===== config.mk =====
export PLATFORM = sky130hd
export DESIGN_NAME = edgc_core
export DESIGN_NICKNAME = d
export VERILOG_FILES = /design/src/edgc_pkg.sv /design/src/edgc_averager.sv /design/src/edgc_core.sv
export SDC_FILE = /design/constraint.sdc
export NUM_CORES = 1
export LEC_CHECK = 0
export BUFFER_PORTS_ARGS = -buffer_cell sky130_fd_sc_hd__clkbuf_2
export CAP_MARGIN = 15
export CORE_ASPECT_RATIO = 0.6
export CORE_MARGIN = 10
export CORE_UTILIZATION = 60
export CTS_BUF_LIST = sky130_fd_sc_hd__clkbuf_16
export CTS_CLUSTER_SIZE = 40
export DETAILED_ROUTE_END_ITERATION = 8
export PLACE_DENSITY = 0.77
export SYNTH_ARGS = -nofsm -noshare
export SYNTH_HDL_FRONTEND = slang
export SYNTH_SLANG_ARGS = --single-unit
export TNS_END_PERCENT = 20

===== constraint.sdc =====
create_clock -name core_clk -period 10.9 [get_ports core_clk]
set_input_delay 2.18 -clock core_clk [delete_from_list [all_inputs] [get_ports core_clk]]
set_output_delay 2.18 -clock core_clk [all_outputs]
set_load 0.01 [all_outputs]

===== src/edgc_pkg.sv =====
// Package of the energy detect and gain control block: register map,
// reset values, field positions, timing figures and shared types.
// Assumes a 20 MHz core clock.
package edgc_pkg;

    // Register offsets on the host register port
    localparam logic [7:0] OFS_ENERGY_RESULT = 8'h16;
    localparam logic [7:0] OFS_IDLE_WAIT_LOW = 8'h17;
    localparam logic [7:0] OFS_IDLE_WAIT_HIGH = 8'h18;
    localparam logic [7:0] OFS_IDLE_ELAPSED_LOW = 8'h19;
    localparam logic [7:0] OFS_IDLE_ELAPSED_HIGH = 8'h1A;
    localparam logic [7:0] OFS_ENERGY_CONTROL = 8'h1B;
    localparam logic [7:0] OFS_GAIN_MID_TO_LOW = 8'h1C;
    localparam logic [7:0] OFS_GAIN_LOW_TO_MID = 8'h1D;
    localparam logic [7:0] OFS_GAIN_HIGH_TO_MID = 8'h1E;
    localparam logic [7:0] OFS_GAIN_MID_TO_HIGH = 8'h1F;
    localparam logic [7:0] OFS_OFFSET_MIDDLE = 8'h20;
    localparam logic [7:0] OFS_OFFSET_LOW = 8'h21;

    // Reset values
    localparam logic [7:0] RST_ZERO = 8'h00;
    localparam logic [7:0] RST_ENERGY_CONTROL = 8'h83;
    localparam logic [7:0] RST_GAIN_MID_TO_LOW = 8'h1E;
    localparam logic [7:0] RST_GAIN_LOW_TO_MID = 8'h03;
    localparam logic [7:0] RST_GAIN_HIGH_TO_MID = 8'h9E;
    localparam logic [7:0] RST_GAIN_MID_TO_HIGH = 8'h03;
    localparam logic [7:0] RST_OFFSET_MIDDLE = 8'h19;
    localparam logic [7:0] RST_OFFSET_LOW = 8'h37;

    // Field positions
    localparam int BIT_CALC_ON = 7;
    localparam int BIT_CALC_COMPLETE = 4;
    localparam int BIT_FREEZE_ON_SYNC = 7;
    localparam int AVG_MSB = 2;
    localparam int THR_MSB = 5;
    localparam int WAIT_HIGH_MSB = 1;

    // Averaging codes and sample counts
    localparam logic [2:0] AVG_CODE_1 = 3'h0;
    localparam logic [2:0] AVG_CODE_2 = 3'h1;
    localparam logic [2:0] AVG_CODE_4 = 3'h2;
    localparam logic [2:0] AVG_CODE_8 = 3'h3;
    localparam logic [2:0] AVG_CODE_15 = 3'h4;
    localparam logic [2:0] AVG_CODE_16 = 3'h5;
    localparam logic [4:0] AVG_DEFAULT_SAMPLES = 5'h08;
    localparam logic [4:0] AVG_ODD_SAMPLES = 5'h0F;

    // Assessment result codes
    localparam logic [1:0] ASSESS_CLEAR = 2'h0;
    localparam logic [1:0] ASSESS_CARRIER = 2'h1;
    localparam logic [1:0] ASSESS_BUSY = 2'h3;

    // Conversion interval timing
    localparam int CLK_PERIOD_NS = 50;
    localparam int TADC_1M8_NS = 17600;
    localparam int TADC_2M0_NS = 16000;
    localparam int TADC_1M8_CYC = TADC_1M8_NS / CLK_PERIOD_NS;
    localparam int TADC_2M0_CYC = TADC_2M0_NS / CLK_PERIOD_NS;
    localparam int TICK_W = 9;
    localparam logic [10:0] IDLE_AVG_INTERVALS = 11'h008;

    // Gain range, one-hot
    typedef enum logic [2:0] {
        RANGE_HIGH = 3'b001,
        RANGE_MID = 3'b010,
        RANGE_LOW = 3'b100
    } edgc_range_t;

    // Sample handed to the averager
    typedef struct packed {
        logic vld;
        logic [7:0] level;
    } edgc_sample_t;

    // Host register port request
    typedef struct packed {
        logic wr;
        logic rd;
        logic [7:0] addr;
        logic [7:0] wdata;
    } edgc_req_t;

    // Number of samples for an averaging code
    function automatic logic [4:0] edgc_avg_samples(input logic [2:0] code);
        unique case (code)
            AVG_CODE_1: return 5'h01;
            AVG_CODE_2: return 5'h02;
            AVG_CODE_4: return 5'h04;
            AVG_CODE_15: return AVG_ODD_SAMPLES;
            AVG_CODE_16: return 5'h10;
            default: return AVG_DEFAULT_SAMPLES;
        endcase
    endfunction : edgc_avg_samples

endpackage : edgc_pkg


===== src/edgc_averager.sv =====
// Averager of offset-corrected strength samples for the energy block.
// Assumes the count is held steady while an average is being gathered.
`timescale 1ns/100ps
`default_nettype none
module edgc_averager
    import edgc_pkg::*;
(
    input wire logic core_clk, // 20 MHz clock
    input wire logic rst_b, // Async reset, active low
    input wire logic restart, // Drop partial sum
    input wire edgc_sample_t sample, // Accepted sample
    input wire logic [4:0] samples, // Samples per average
    output logic avg_vld, // One-cycle pulse with new mean
    output logic [7:0] avg // Registered mean
);

    typedef struct packed {
        logic [12:0] sum;
        logic [4:0] taken;
        logic [7:0] avg;
        logic vld;
    } edgc_avg_state_t;

    edgc_avg_state_t s_q, s_d;
    logic [12:0] sum_next;
    logic [12:0] quot;

    // Accumulate, divide when complete
    always_comb begin
        s_d = s_q;
        s_d.vld = 1'b0;
        sum_next = s_q.sum + {5'h00, sample.level};
        unique case (samples)
            5'h01: quot = sum_next;
            5'h02: quot = sum_next >> 1;
            5'h04: quot = sum_next >> 2;
            AVG_ODD_SAMPLES: quot = sum_next / 13'(AVG_ODD_SAMPLES); // Constant divider, no shift
            5'h10: quot = sum_next >> 4;
            default: quot = sum_next >> 3;
        endcase
        if (restart) begin
            s_d.sum = 13'h0000;
            s_d.taken = 5'h00;
        end else if (sample.vld) begin
            if (s_q.taken + 5'h01 >= samples) begin // see RULE19
                s_d.avg = quot[7:0];
                s_d.vld = 1'b1;
                s_d.sum = 13'h0000;
                s_d.taken = 5'h00;
            end else begin
                s_d.sum = sum_next;
                s_d.taken = s_q.taken + 5'h01;
            end
        end
    end

    // State register
    always_ff @(posedge core_clk or negedge rst_b) begin
        if (!rst_b) begin
            s_q <= '0;
        end else begin
            s_q <= s_d;
        end
    end

    assign avg_vld = s_q.vld;
    assign avg = s_q.avg;

endmodule : edgc_averager
`default_nettype wire


===== src/edgc_core.sv =====
// Energy detection and gain range control with its host registers.
// Assumes the host interface decodes serial frames into one-cycle register
// requests, and that RF state, strength and sync come in on core_clk.
//
// Contract
// RULE1: Energy result register refreshes with the averaged value on entering receive.
// RULE2: Idle wait limit is ten bits; time is eight plus setting intervals.
// RULE3: Conversion interval is 17.6 us at 1.8 MHz, 16.0 us at 2.0 MHz.
// RULE4: Elapsed idle time reads as a ten-bit count of conversion intervals.
// RULE5: Calc enable, set at reset, runs energy computation; zero suspends it.
// RULE6: Bit 4 of control reads zero while busy, one once complete.
// RULE7: Averaging code picks 1,2,4,8,15,16 samples; other codes give 8.
// RULE8: Host changes averaging code only while no computation runs.
// RULE9: Freeze bit holds gain after demodulator sync; clear keeps updating.
// RULE10: Host clears freeze bit during bit error rate measurement.
// RULE11: Four six-bit thresholds switch gain among high, middle, low.
// RULE12: Host keeps middle-to-low threshold above low-to-middle.
// RULE13: Host keeps high-to-middle threshold above middle-to-high.
// RULE14: Middle or low range adds its own six-bit offset to strength.
// RULE15: Host waits for state 0x99 after auto assessment before writing.
// RULE16: Host should keep vendor thresholds and offsets.
// RULE17: Energy above assessment threshold reports carrier found, code 01.
// RULE18: Samples above exclusion threshold skip averaging; result shows busy 11.
// RULE19: Energy is mean of corrected samples per interval, then completion flag.
`timescale 1ns/100ps
`default_nettype none
module edgc_core
    import edgc_pkg::*;
#(
    parameter int TADC_SLOW_CYC = TADC_1M8_CYC, // Interval at 1.8 MHz ADC clock
    parameter int TADC_FAST_CYC = TADC_2M0_CYC // Interval at 2.0 MHz ADC clock
) (
    input wire logic core_clk, // 20 MHz clock
    input wire logic rst_b, // Async reset, active low
    input wire edgc_req_t reg_req, // Register request from host interface
    output logic [7:0] reg_rdata, // Read data, one cycle after rd
    input wire logic adc_clk_fast, // 1: 2.0 MHz ADC clock, 0: 1.8 MHz
    input wire logic rx_on, // RF state is receive-on
    input wire logic [7:0] strength_raw, // Raw strength from converter
    input wire logic demod_sync, // Demodulator locked to signal
    input wire logic assess_active, // Channel assessment running
    input wire logic [7:0] assess_threshold, // Carrier threshold
    input wire logic [7:0] exclusion_threshold, // Sample exclusion level
    input wire logic assess_result_clear, // Pulse: host clears result
    output logic [1:0] assess_result, // Assessment result code
    output logic idle_wait_expired, // Idle wait limit reached
    output logic [2:0] gain_range, // One-hot high, mid, low
    output logic [7:0] energy_level // Current energy value
);

    typedef struct packed {
        logic [7:0] energy_result;
        logic [7:0] idle_wait_low;
        logic [7:0] idle_wait_high;
        logic [9:0] idle_elapsed_count;
        logic [7:0] energy_control;
        logic [7:0] gain_mid_to_low_level;
        logic [7:0] gain_low_to_mid_level;
        logic [7:0] gain_high_to_mid_level;
        logic [7:0] gain_mid_to_high_level;
        logic [7:0] strength_offset_middle;
        logic [7:0] strength_offset_low;
        logic energy_calc_complete;
        logic [TICK_W-1:0] tick_cnt;
        edgc_range_t range;
        logic rx_on_seen;
        logic [1:0] assess;
        logic last_idle;
        logic [7:0] rdata;
    } edgc_core_state_t;

    edgc_core_state_t s_q, s_d;

    localparam logic [TICK_W-1:0] TICK_SLOW_LAST = TICK_W'(TADC_SLOW_CYC - 1);
    localparam logic [TICK_W-1:0] TICK_FAST_LAST = TICK_W'(TADC_FAST_CYC - 1);

    logic tick;
    logic computing;
    logic rx_entry;
    logic [8:0] corrected;
    logic [7:0] sample_level;
    logic excluded;
    edgc_sample_t sample;
    logic [4:0] avg_samples;
    logic avg_vld;
    logic [7:0] avg;
    logic [10:0] idle_limit;
    logic [7:0] offset_now;
    logic [7:0] thr_mid_to_low;
    logic [7:0] thr_low_to_mid;
    logic [7:0] thr_high_to_mid;
    logic [7:0] thr_mid_to_high;
    logic gain_freeze_on_sync;
    logic energy_calc_on;

    // Field views of the stored registers
    assign thr_mid_to_low = {2'b00, s_q.gain_mid_to_low_level[THR_MSB:0]};
    assign thr_low_to_mid = {2'b00, s_q.gain_low_to_mid_level[THR_MSB:0]};
    assign thr_high_to_mid = {2'b00, s_q.gain_high_to_mid_level[THR_MSB:0]};
    assign thr_mid_to_high = {2'b00, s_q.gain_mid_to_high_level[THR_MSB:0]};
    assign gain_freeze_on_sync = s_q.gain_high_to_mid_level[BIT_FREEZE_ON_SYNC];
    assign energy_calc_on = s_q.energy_control[BIT_CALC_ON];
    assign avg_samples = edgc_avg_samples(s_q.energy_control[AVG_MSB:0]); // see RULE7

    // Conversion interval strobe from the selected ADC clock rate
    assign tick = adc_clk_fast ? (s_q.tick_cnt >= TICK_FAST_LAST)
                               : (s_q.tick_cnt >= TICK_SLOW_LAST); // see RULE3

    // Computation runs only in receive with calc enabled
    assign computing = rx_on && energy_calc_on; // see RULE5
    assign rx_entry = rx_on && !s_q.rx_on_seen;

    // Offset by active range; high range needs no correction
    always_comb begin
        unique case (s_q.range)
            RANGE_MID: offset_now = {2'b00, s_q.strength_offset_middle[THR_MSB:0]}; // see RULE14
            RANGE_LOW: offset_now = {2'b00, s_q.strength_offset_low[THR_MSB:0]}; // see RULE14
            default: offset_now = 8'h00;
        endcase
    end

    // Saturate so a strong signal never wraps to a weak reading
    assign corrected = {1'b0, strength_raw} + {1'b0, offset_now};
    assign sample_level = corrected[8] ? 8'hFF : corrected[7:0];
    assign excluded = sample_level > exclusion_threshold; // see RULE18
    assign sample.vld = tick && computing && !excluded; // see RULE18
    assign sample.level = sample_level;

    // Idle wait limit: eight conversion intervals plus the setting
    assign idle_limit = IDLE_AVG_INTERVALS
                      + {1'b0, s_q.idle_wait_high[WAIT_HIGH_MSB:0], s_q.idle_wait_low}; // see RULE2

    edgc_averager edgc_averager_i (
        .core_clk(core_clk),
        .rst_b(rst_b),
        .restart(rx_entry || !computing),
        .sample(sample),
        .samples(avg_samples),
        .avg_vld(avg_vld),
        .avg(avg)
    );

    // Next state of the whole block
    always_comb begin
        s_d = s_q;
        s_d.rx_on_seen = rx_on;
        s_d.tick_cnt = tick ? '0 : s_q.tick_cnt + TICK_W'(1);

        // Host writes; read-only ones ignored
        if (reg_req.wr) begin
            unique case (reg_req.addr)
                OFS_IDLE_WAIT_LOW: s_d.idle_wait_low = reg_req.wdata;
                OFS_IDLE_WAIT_HIGH: s_d.idle_wait_high = reg_req.wdata;
                OFS_ENERGY_CONTROL: s_d.energy_control = reg_req.wdata;
                OFS_GAIN_MID_TO_LOW: s_d.gain_mid_to_low_level = reg_req.wdata;
                OFS_GAIN_LOW_TO_MID: s_d.gain_low_to_mid_level = reg_req.wdata;
                OFS_GAIN_HIGH_TO_MID: s_d.gain_high_to_mid_level = reg_req.wdata;
                OFS_GAIN_MID_TO_HIGH: s_d.gain_mid_to_high_level = reg_req.wdata;
                OFS_OFFSET_MIDDLE: s_d.strength_offset_middle = reg_req.wdata;
                OFS_OFFSET_LOW: s_d.strength_offset_low = reg_req.wdata;
                default: ;
            endcase
        end

        // Host reads, unmapped give zero
        if (reg_req.rd) begin
            unique case (reg_req.addr)
                OFS_ENERGY_RESULT: s_d.rdata = s_q.energy_result;
                OFS_IDLE_WAIT_LOW: s_d.rdata = s_q.idle_wait_low;
                OFS_IDLE_WAIT_HIGH: s_d.rdata = s_q.idle_wait_high;
                OFS_IDLE_ELAPSED_LOW: s_d.rdata = s_q.idle_elapsed_count[7:0]; // see RULE4
                OFS_IDLE_ELAPSED_HIGH: s_d.rdata = {6'h00, s_q.idle_elapsed_count[9:8]}; // see RULE4
                OFS_ENERGY_CONTROL: begin
                    s_d.rdata = s_q.energy_control;
                    s_d.rdata[BIT_CALC_COMPLETE] = s_q.energy_calc_complete; // see RULE6
                end
                OFS_GAIN_MID_TO_LOW: s_d.rdata = s_q.gain_mid_to_low_level;
                OFS_GAIN_LOW_TO_MID: s_d.rdata = s_q.gain_low_to_mid_level;
                OFS_GAIN_HIGH_TO_MID: s_d.rdata = s_q.gain_high_to_mid_level;
                OFS_GAIN_MID_TO_HIGH: s_d.rdata = s_q.gain_mid_to_high_level;
                OFS_OFFSET_MIDDLE: s_d.rdata = s_q.strength_offset_middle;
                OFS_OFFSET_LOW: s_d.rdata = s_q.strength_offset_low;
                default: s_d.rdata = 8'h00;
            endcase
        end

        // Gain moves per interval unless frozen
        if (tick && !(gain_freeze_on_sync && demod_sync)) begin // see RULE9
            unique case (s_q.range)
                RANGE_HIGH: begin
                    if (strength_raw > thr_high_to_mid) s_d.range = RANGE_MID; // see RULE11
                end
                RANGE_MID: begin
                    if (strength_raw > thr_mid_to_low) begin
                        s_d.range = RANGE_LOW; // see RULE11
                    end else if (strength_raw < thr_mid_to_high) begin
                        s_d.range = RANGE_HIGH; // see RULE11
                    end
                end
                RANGE_LOW: begin
                    if (strength_raw < thr_low_to_mid) s_d.range = RANGE_MID; // see RULE11
                end
                default: s_d.range = RANGE_HIGH;
            endcase
        end

        // Completion: busy from receive entry to a mean
        if (rx_entry || !computing) begin
            s_d.energy_calc_complete = 1'b0; // see RULE6
        end
        if (avg_vld) begin
            s_d.energy_result = avg; // see RULE1
            s_d.energy_calc_complete = 1'b1; // see RULE19
        end

        // Result: clear first so a same-cycle event still lands
        if (assess_result_clear) s_d.assess = ASSESS_CLEAR;
        if (tick && computing && excluded) begin
            s_d.assess = ASSESS_BUSY; // see RULE18
        end else if (avg_vld && s_d.assess != ASSESS_BUSY) begin
            s_d.assess = (avg > assess_threshold) ? ASSESS_CARRIER : ASSESS_CLEAR; // see RULE17
        end
        if (avg_vld) s_d.last_idle = (avg <= assess_threshold);

        // Idle time counts quiet intervals
        if (!assess_active) begin
            s_d.idle_elapsed_count = 10'h000;
            s_d.last_idle = 1'b0;
        end else if (tick && s_q.last_idle && s_q.idle_elapsed_count != 10'h3FF) begin
            s_d.idle_elapsed_count = s_q.idle_elapsed_count + 10'h001; // see RULE4
        end
    end

    // State register
    always_ff @(posedge core_clk or negedge rst_b) begin
        if (!rst_b) begin
            s_q <= '0;
            s_q.energy_control <= RST_ENERGY_CONTROL;
            s_q.gain_mid_to_low_level <= RST_GAIN_MID_TO_LOW;
            s_q.gain_low_to_mid_level <= RST_GAIN_LOW_TO_MID;
            s_q.gain_high_to_mid_level <= RST_GAIN_HIGH_TO_MID;
            s_q.gain_mid_to_high_level <= RST_GAIN_MID_TO_HIGH;
            s_q.strength_offset_middle <= RST_OFFSET_MIDDLE;
            s_q.strength_offset_low <= RST_OFFSET_LOW;
            s_q.range <= RANGE_HIGH;
        end else begin
            s_q <= s_d;
        end
    end

    // Outputs straight from state; idle_wait_expired also gated by assess_active
    assign reg_rdata = s_q.rdata;
    assign assess_result = s_q.assess;
    assign gain_range = s_q.range;
    assign energy_level = s_q.energy_result;
    assign idle_wait_expired = assess_active
                            && ({1'b0, s_q.idle_elapsed_count} >= idle_limit); // see RULE2

endmodule : edgc_core
`default_nettype wire


* Word-level counts from Yosys, hierarchy flattened
Cells that the tools add are included.
Storage, ports and cells: flip-flop bits (word level) 142, input bits 49, output and inout port bits 22, word-level logic and storage cells 129
Operators by class: $add $sub $neg 6, divide/modulo/power cells 1, $lt $le $gt $ge 11, equality and inequality tests 31, mux-type cells 27, bitwise operators 1, reductions and logical operators 30
Operator list (count):
- case mux 8 bit (12 select lines) | 1
- == test 8 x 5 -> 1 bit (second input constant) | 10
- case mux 8 bit (5 select lines) | 1
- two-way mux 18 bit | 2
- two-way mux 27 bit | 1
- case mux 5 bit (5 select lines) | 1
- two-way mux 10 bit | 2
- greater-or-equal comparator 9 bit (second input constant) | 2
- two-way mux 9 bit | 2
- AND reduction 2 bit | 9
- == test 8 x 6 -> 1 bit (second input constant) | 2
- greater-than comparator 8 x 6 -> 1 bit | 2
- greater-than comparator 8 bit | 2
- < comparator 8 x 6 -> 1 bit | 2
- adder 13 x 8 -> 13 bit | 1
- divider 13 x 4 -> 13 bit (second input constant) | 1
- two-way mux 3 bit | 4
- case mux 6 bit (2 select lines) | 1
- adder 4 x 10 -> 11 bit (first input constant) | 1
- greater-or-equal comparator 10 x 11 -> 1 bit | 1
- logical AND 1 bit | 11
- adder 10 x 1 -> 10 bit (second input constant) | 1
- inequality test 10 bit (second input constant) | 1
- adder 8 x 8 -> 9 bit | 1
- other kinds (26) | 45

* Depth between registers and ports, before layout
depth in word-level cells 10, mapped depth 37, depth with buffers taken out 34

* Modules after synthesis
A second synthesis with hierarchy kept.
Unflattened totals: cell total of the unflattened synthesis 1175, area, all modules 11041.8 sq um
By module, submodules not included:
- edgc_core | times used 1, cells each 719, area each 7397.1 sq um, sequential area each 2884.0 sq um
- edgc_averager | times used 1, cells each 456, area each 3644.7 sq um, sequential area each 675.6 sq um

* Worst setup path after synthesis
Ideal clock, no wire load.
path type input port to flip-flop, start in strength_raw[0], end reg edgc_averager_i.s_q, in the netlist edgc_averager_i.avg[0], library setup time 0.129 ns, data arrival time 9.063 ns, data required time 10.771 ns, path slack 1.707 ns, cell stages on the path 32, buffers on the path 3, cells stage by stage ha_1 > fa_1 > a21oi_1 > nor2_1 > nor2_1 > o21bai_1 > a21oi_1 > nand3b_1 > nand2b_1 > ha_1 > fa_1 > a211o_1 > a211o_1 > and2_4 > buf_6 > o41a_1 > and3_1 > buf_2 > nor3_2 > xnor3_1 > a32oi_1 > o211ai_1 > buf_2 > o311ai_1 > o31ai_2 > nor4_1 > nor2_1 > xnor2_1 > ha_1 > and3_1 > a31oi_1 > a31oi_1
On the way: longest elaborated chain between the ends 6, elaborated cells between the ends (all ways) 9, classes of those cells add/sub: 2; div: 1; order compare: 1; mux: 2; reduce/logical: 3
Ends and longest elaborated chain:
- start, declared | RTL line edgc_core.sv:39 | input wire logic [7:0] strength_raw,
- adder 8 x 8 -> 9 bit * | RTL line edgc_core.sv:123 | assign corrected = {1'b0, strength_raw} + {1'b0, offset_now};
- two-way mux 8 bit * | RTL line edgc_core.sv:124 | assign sample_level = corrected[8] ? 8'hFF : corrected[7:0];
- branches (longest 4 deep; another with adder 13 x 8 -> 13 bit)
- end signal, assigned | RTL line edgc_averager.sv:60 | s_q <= '0;
- end signal, assigned | RTL line edgc_averager.sv:62 | s_q <= s_d;
- end, declared | RTL line edgc_averager.sv:24 | edgc_avg_state_t s_q, s_d;
Mark *: on every way between the ends. A chain may end at the register's enable or synchronous reset.

* Worst setup path in the final report
Same ends and word-level chain as after synthesis.

==> metrics.md <==
| Metric | Value |
|---|---|
| Run status | `completed` |
| Die boundary height | `122 um` |
| Internal Pwr Total | `0.944 mW` |
| Relative contribution of the clock network to total power | `45.1%` |
| Count of cells along the worst hold path | `1` |
| Residual DRC count | `0` |
| Most frequent cells in the layout | `dfrtp_1, nand2_1, mux2_2` |
| Overall Global Routing Usage | `25.1%` |
| Number of warnings issued by yosys | `0` |
| Number of distinct library cell variants in the gate-level netlist after synthesis | `89` |
| Fraction of post-synthesis cell area in the top cell type by area | `27.7%` |
| Mean number of vias per cell | `6.45` |
| Worst hold-check slack | `495 ps` |
| Maximum fanout along the worst path | `8` |
| Clock transition at the registers of the reported paths | `70 ps` |
| Minimum period implied by the final worst setup slack | `9770 ps` |
| Post-route clock period utilization | `89.6%` |
| Async S/R FF share, synth | `100%` |
| Row count | `37` |
| Critical path startpoint | `strength_raw[0]` |
| Detail Route Antenna Nets | `0` |
| Routed WL | `29.4 mm` |
| Worst-case clock buffer depth | `2` |
| Actual transition at the worst max-transition pin | `1150 ps` |
| Finished Cell Area | `11400 um^2` |
| Switching Power | `0.359 mW` |
| Startpoint of the most critical register-to-register path | `gain_range[1]` |
| LEAKAGE | `5.27 nW` |
| Hold buffer count at CTS | `0` |
| Share of power burned in registers | `42.7%` |
| Source-to-sink clock delay at the later pin of the worst-skew pair | `430 ps` |
| Total cell area at the placement stage | `10900 um^2` |
| Count of flip-flops with a built-in enable after synthesis | `0` |
| Antenna cell count | `0` |
| End point of the critical path | `edgc_averager_i.avg[0]` |
| Total via count after detailed routing | `9093` |
| Cell types with the largest area share after synthesis | `dfrtp_1, mux2_2, ha_1` |
| Area added between synthesis and finish | `9.16%` |
| Critical path's most frequent cell | `nor2_1` |
| Max Cap Viol | `0` |
| Count of cells resized by post-cts repair | `0` |
| Final hold violation count | `0` |
| Flop and latch count out of synthesis | `141` |
| Number of search-and-repair iterations in the first detailed-routing pass | `6` |
| Final number of setup-violating endpoints | `0` |
| Pin count of the biggest net entering global routing | `79` |
| Number of buffers inserted during clock tree synthesis | `17` |
| Total power | `1.30 mW` |
| Max IR drop VDD | `0.118 mV` |
| Starting utilization of the core area | `61.2%` |
| Detailed placer's ending HPWL | `21.7 mm` |
| Most common cell after layout, fill and taps aside | `dfrtp_1` |
| Crit path kind | `primary input to flip-flop` |
| Clock root buffer | `clkbuf_16` |
| Final Slew Violations | `0` |
| Largest clock skew in the final design | `12.5 ps` |
| Setup crit start kind | `primary input` |
| Initial antenna violation count | `0` |
| Number of global-route vias before repair | `8445` |
| Slew headroom | `23.4%` |
| TritonCTS clock tree | `built` |
| Required time at the endpoint of the critical path | `11200 ps` |
| Setup repair bufs after CTS | `0` |
| Most instantiated flip-flop cell in the synthesis netlist | `dfrtp_1` |
| Slowest library cell on the worst path | `mux2i_1` |
| Die extent in x | `191 um` |
| Highest cell delay on the worst timing path | `540 ps` |
| Net switching share of the total power | `27.6%` |
| Area enclosed by the die boundary | `23300 um^2` |
| Deepest level of the CTS H-tree | `4` |
| Fraction of power consumed by combinational cells | `12.2%` |
| Number of placed cells counting well taps | `1378` |
| Iteration-0 DRC count of the detailed router | `1084` |
| Mapped Nets | `1256` |
| Arr. time, crit path | `10070 ps` |
| Number of nets in the finished design | `1286` |
| GP Congestion | `0.931` |
| Mean area per synthesized cell | `9.26 um^2` |
| Fmax | `102 MHz` |
| Post-route core utilization | `66.8%` |
| Syn Std Cell Area | `10500 um^2` |
| Setup slack of the most critical reg-to-reg path | `1860 ps` |
| Power density relative to cell area | `114 nW/um^2` |
| Share of the yosys chip area belonging to registers | `33.9%` |
| Count of cells along the worst register-to-register path | `32` |
| Layout cell share with drive strength beyond 1 | `20.5%` |
| Area inside the core boundary | `17100 um^2` |
| Quantity of I/O buffers inserted on ports | `70` |
| Routed len/inst | `20.8 um` |
| Post-placement worst setup slack | `904 ps` |
| Count of pins on the block boundary | `71` |
| Hold Crit Class | `flip-flop to flip-flop` |
| Global route overflow | `0` |
| Number of sinks handled by clock tree synthesis | `141` |
| Setup WS post-layout | `1130 ps` |
| Gate count of the mapped netlist | `1133` |
| Setup TNS | `0 ps` |
| Cell taking the most area after synthesis | `dfrtp_1` |
| Worst reg2reg path endpoint | `edgc_averager_i.avg[0]` |
| First-pass GRT wire length | `46.9 mm` |
| Unrepaired setup endpoints after global routing | `no` |
| Sort of element at the end of the critical path | `flip-flop` |
| Non-filler cells, final | `1410` |
## registers in the layout, indices dropped and copies added, names as in the netlist
signal	count
gain_freeze_on_sync	1
edgc_averager_i.avg_vld	1
s_q	91
reg_rdata	8
assess_result	2
edgc_averager_i.avg	8
energy_calc_on	1
energy_level	8
edgc_averager_i.s_q	18
gain_range	3
## cells in the mapped netlist, types with 11 or more instances
cell	instances
a22oi_1	20
nor2b_1	19
a21oi_1	67
mux2_2	87
a21o_1	15
xnor2_1	31
nor2_1	67
buf_4	21
dfrtp_1	116
o21a_1	11
a22o_1	12
and2_1	12
nand2b_1	22
xor2_1	14
nand2_1	88
nand3_1	36
o22ai_1	18
ha_1	72
inv_1	63
dfstp_2	25
clkbuf_1	34
mux2i_1	20
o21ai_0	67
## routing by layer
| metal | wire, um | vias to the layer above | global-route usage [%] |
|---|---|---|---|
| met2 | 11200 | 459 | 31.6 |
| met3 | 3580 | 23 | 9.18 |
| li1 | - | 4219 | - |
| met5 | 0 | - | 0 |
| met4 | 263 | 0 | 4.65 |
| met1 | 14300 | 4392 | 39.0 |
## cell type report
class | count | area (um^2)
Inverter | 63 | 236
Fill cell | 1344 | 5680
Tap cell | 234 | 293
Clock inverter | 15 | 165
Clock buffer | 17 | 425
Multi-Input combinational cell | 860 | 6340
Timing Repair Buffer | 80 | 432
Sequential cell | 141 | 3560
## power groups by stage
stage / Sequential [mW] / Clock [mW] / Combinational (mW)
5_1_grt: 0.558 / 0.615 / 0.177
4_1_cts: 0.556 / 0.590 / 0.156
3_3_place_gp: 0.563 / 0 / 0.151
6_report: 0.557 / 0.588 / 0.159
3_5_place_dp: 0.564 / 0 / 0.154
2_1_floorplan: 0.557 / 0 / 0.102
## worst min path at each step
stage,slack [ps],to,from
CTS,490,s_q[15],s_q[15]
floorplan,460,s_q[15],s_q[15]
global route,510,s_q[15],s_q[15]
global placement,480,s_q[15],s_q[15]
finish,490,s_q[15],s_q[15]
detailed placement,490,s_q[15],s_q[15]
## kinds of logic after synthesis
kind of cell | after synthesis | synth area share, %
flip-flops | 141 | 33.9
AO/OA/AOI/OAI | 325 | 21.4
adder cells (fa/ha/maj) | 74 | 8.97
buffers and inverters | 132 | 5.63
AND/OR/NAND/NOR | 306 | 14.6
XOR/XNOR | 47 | 4.13
multiplexers | 108 | 11.4
## critical path: cells and delay by family
family	cells	cell delay (ps)
buf+inv	1	100
xor+xnor	1	160
mux	1	540
simple gates	11	2200
fa+ha+maj	5	1590
compound gates	12	3290
Power figures use the tool's default switching activity.
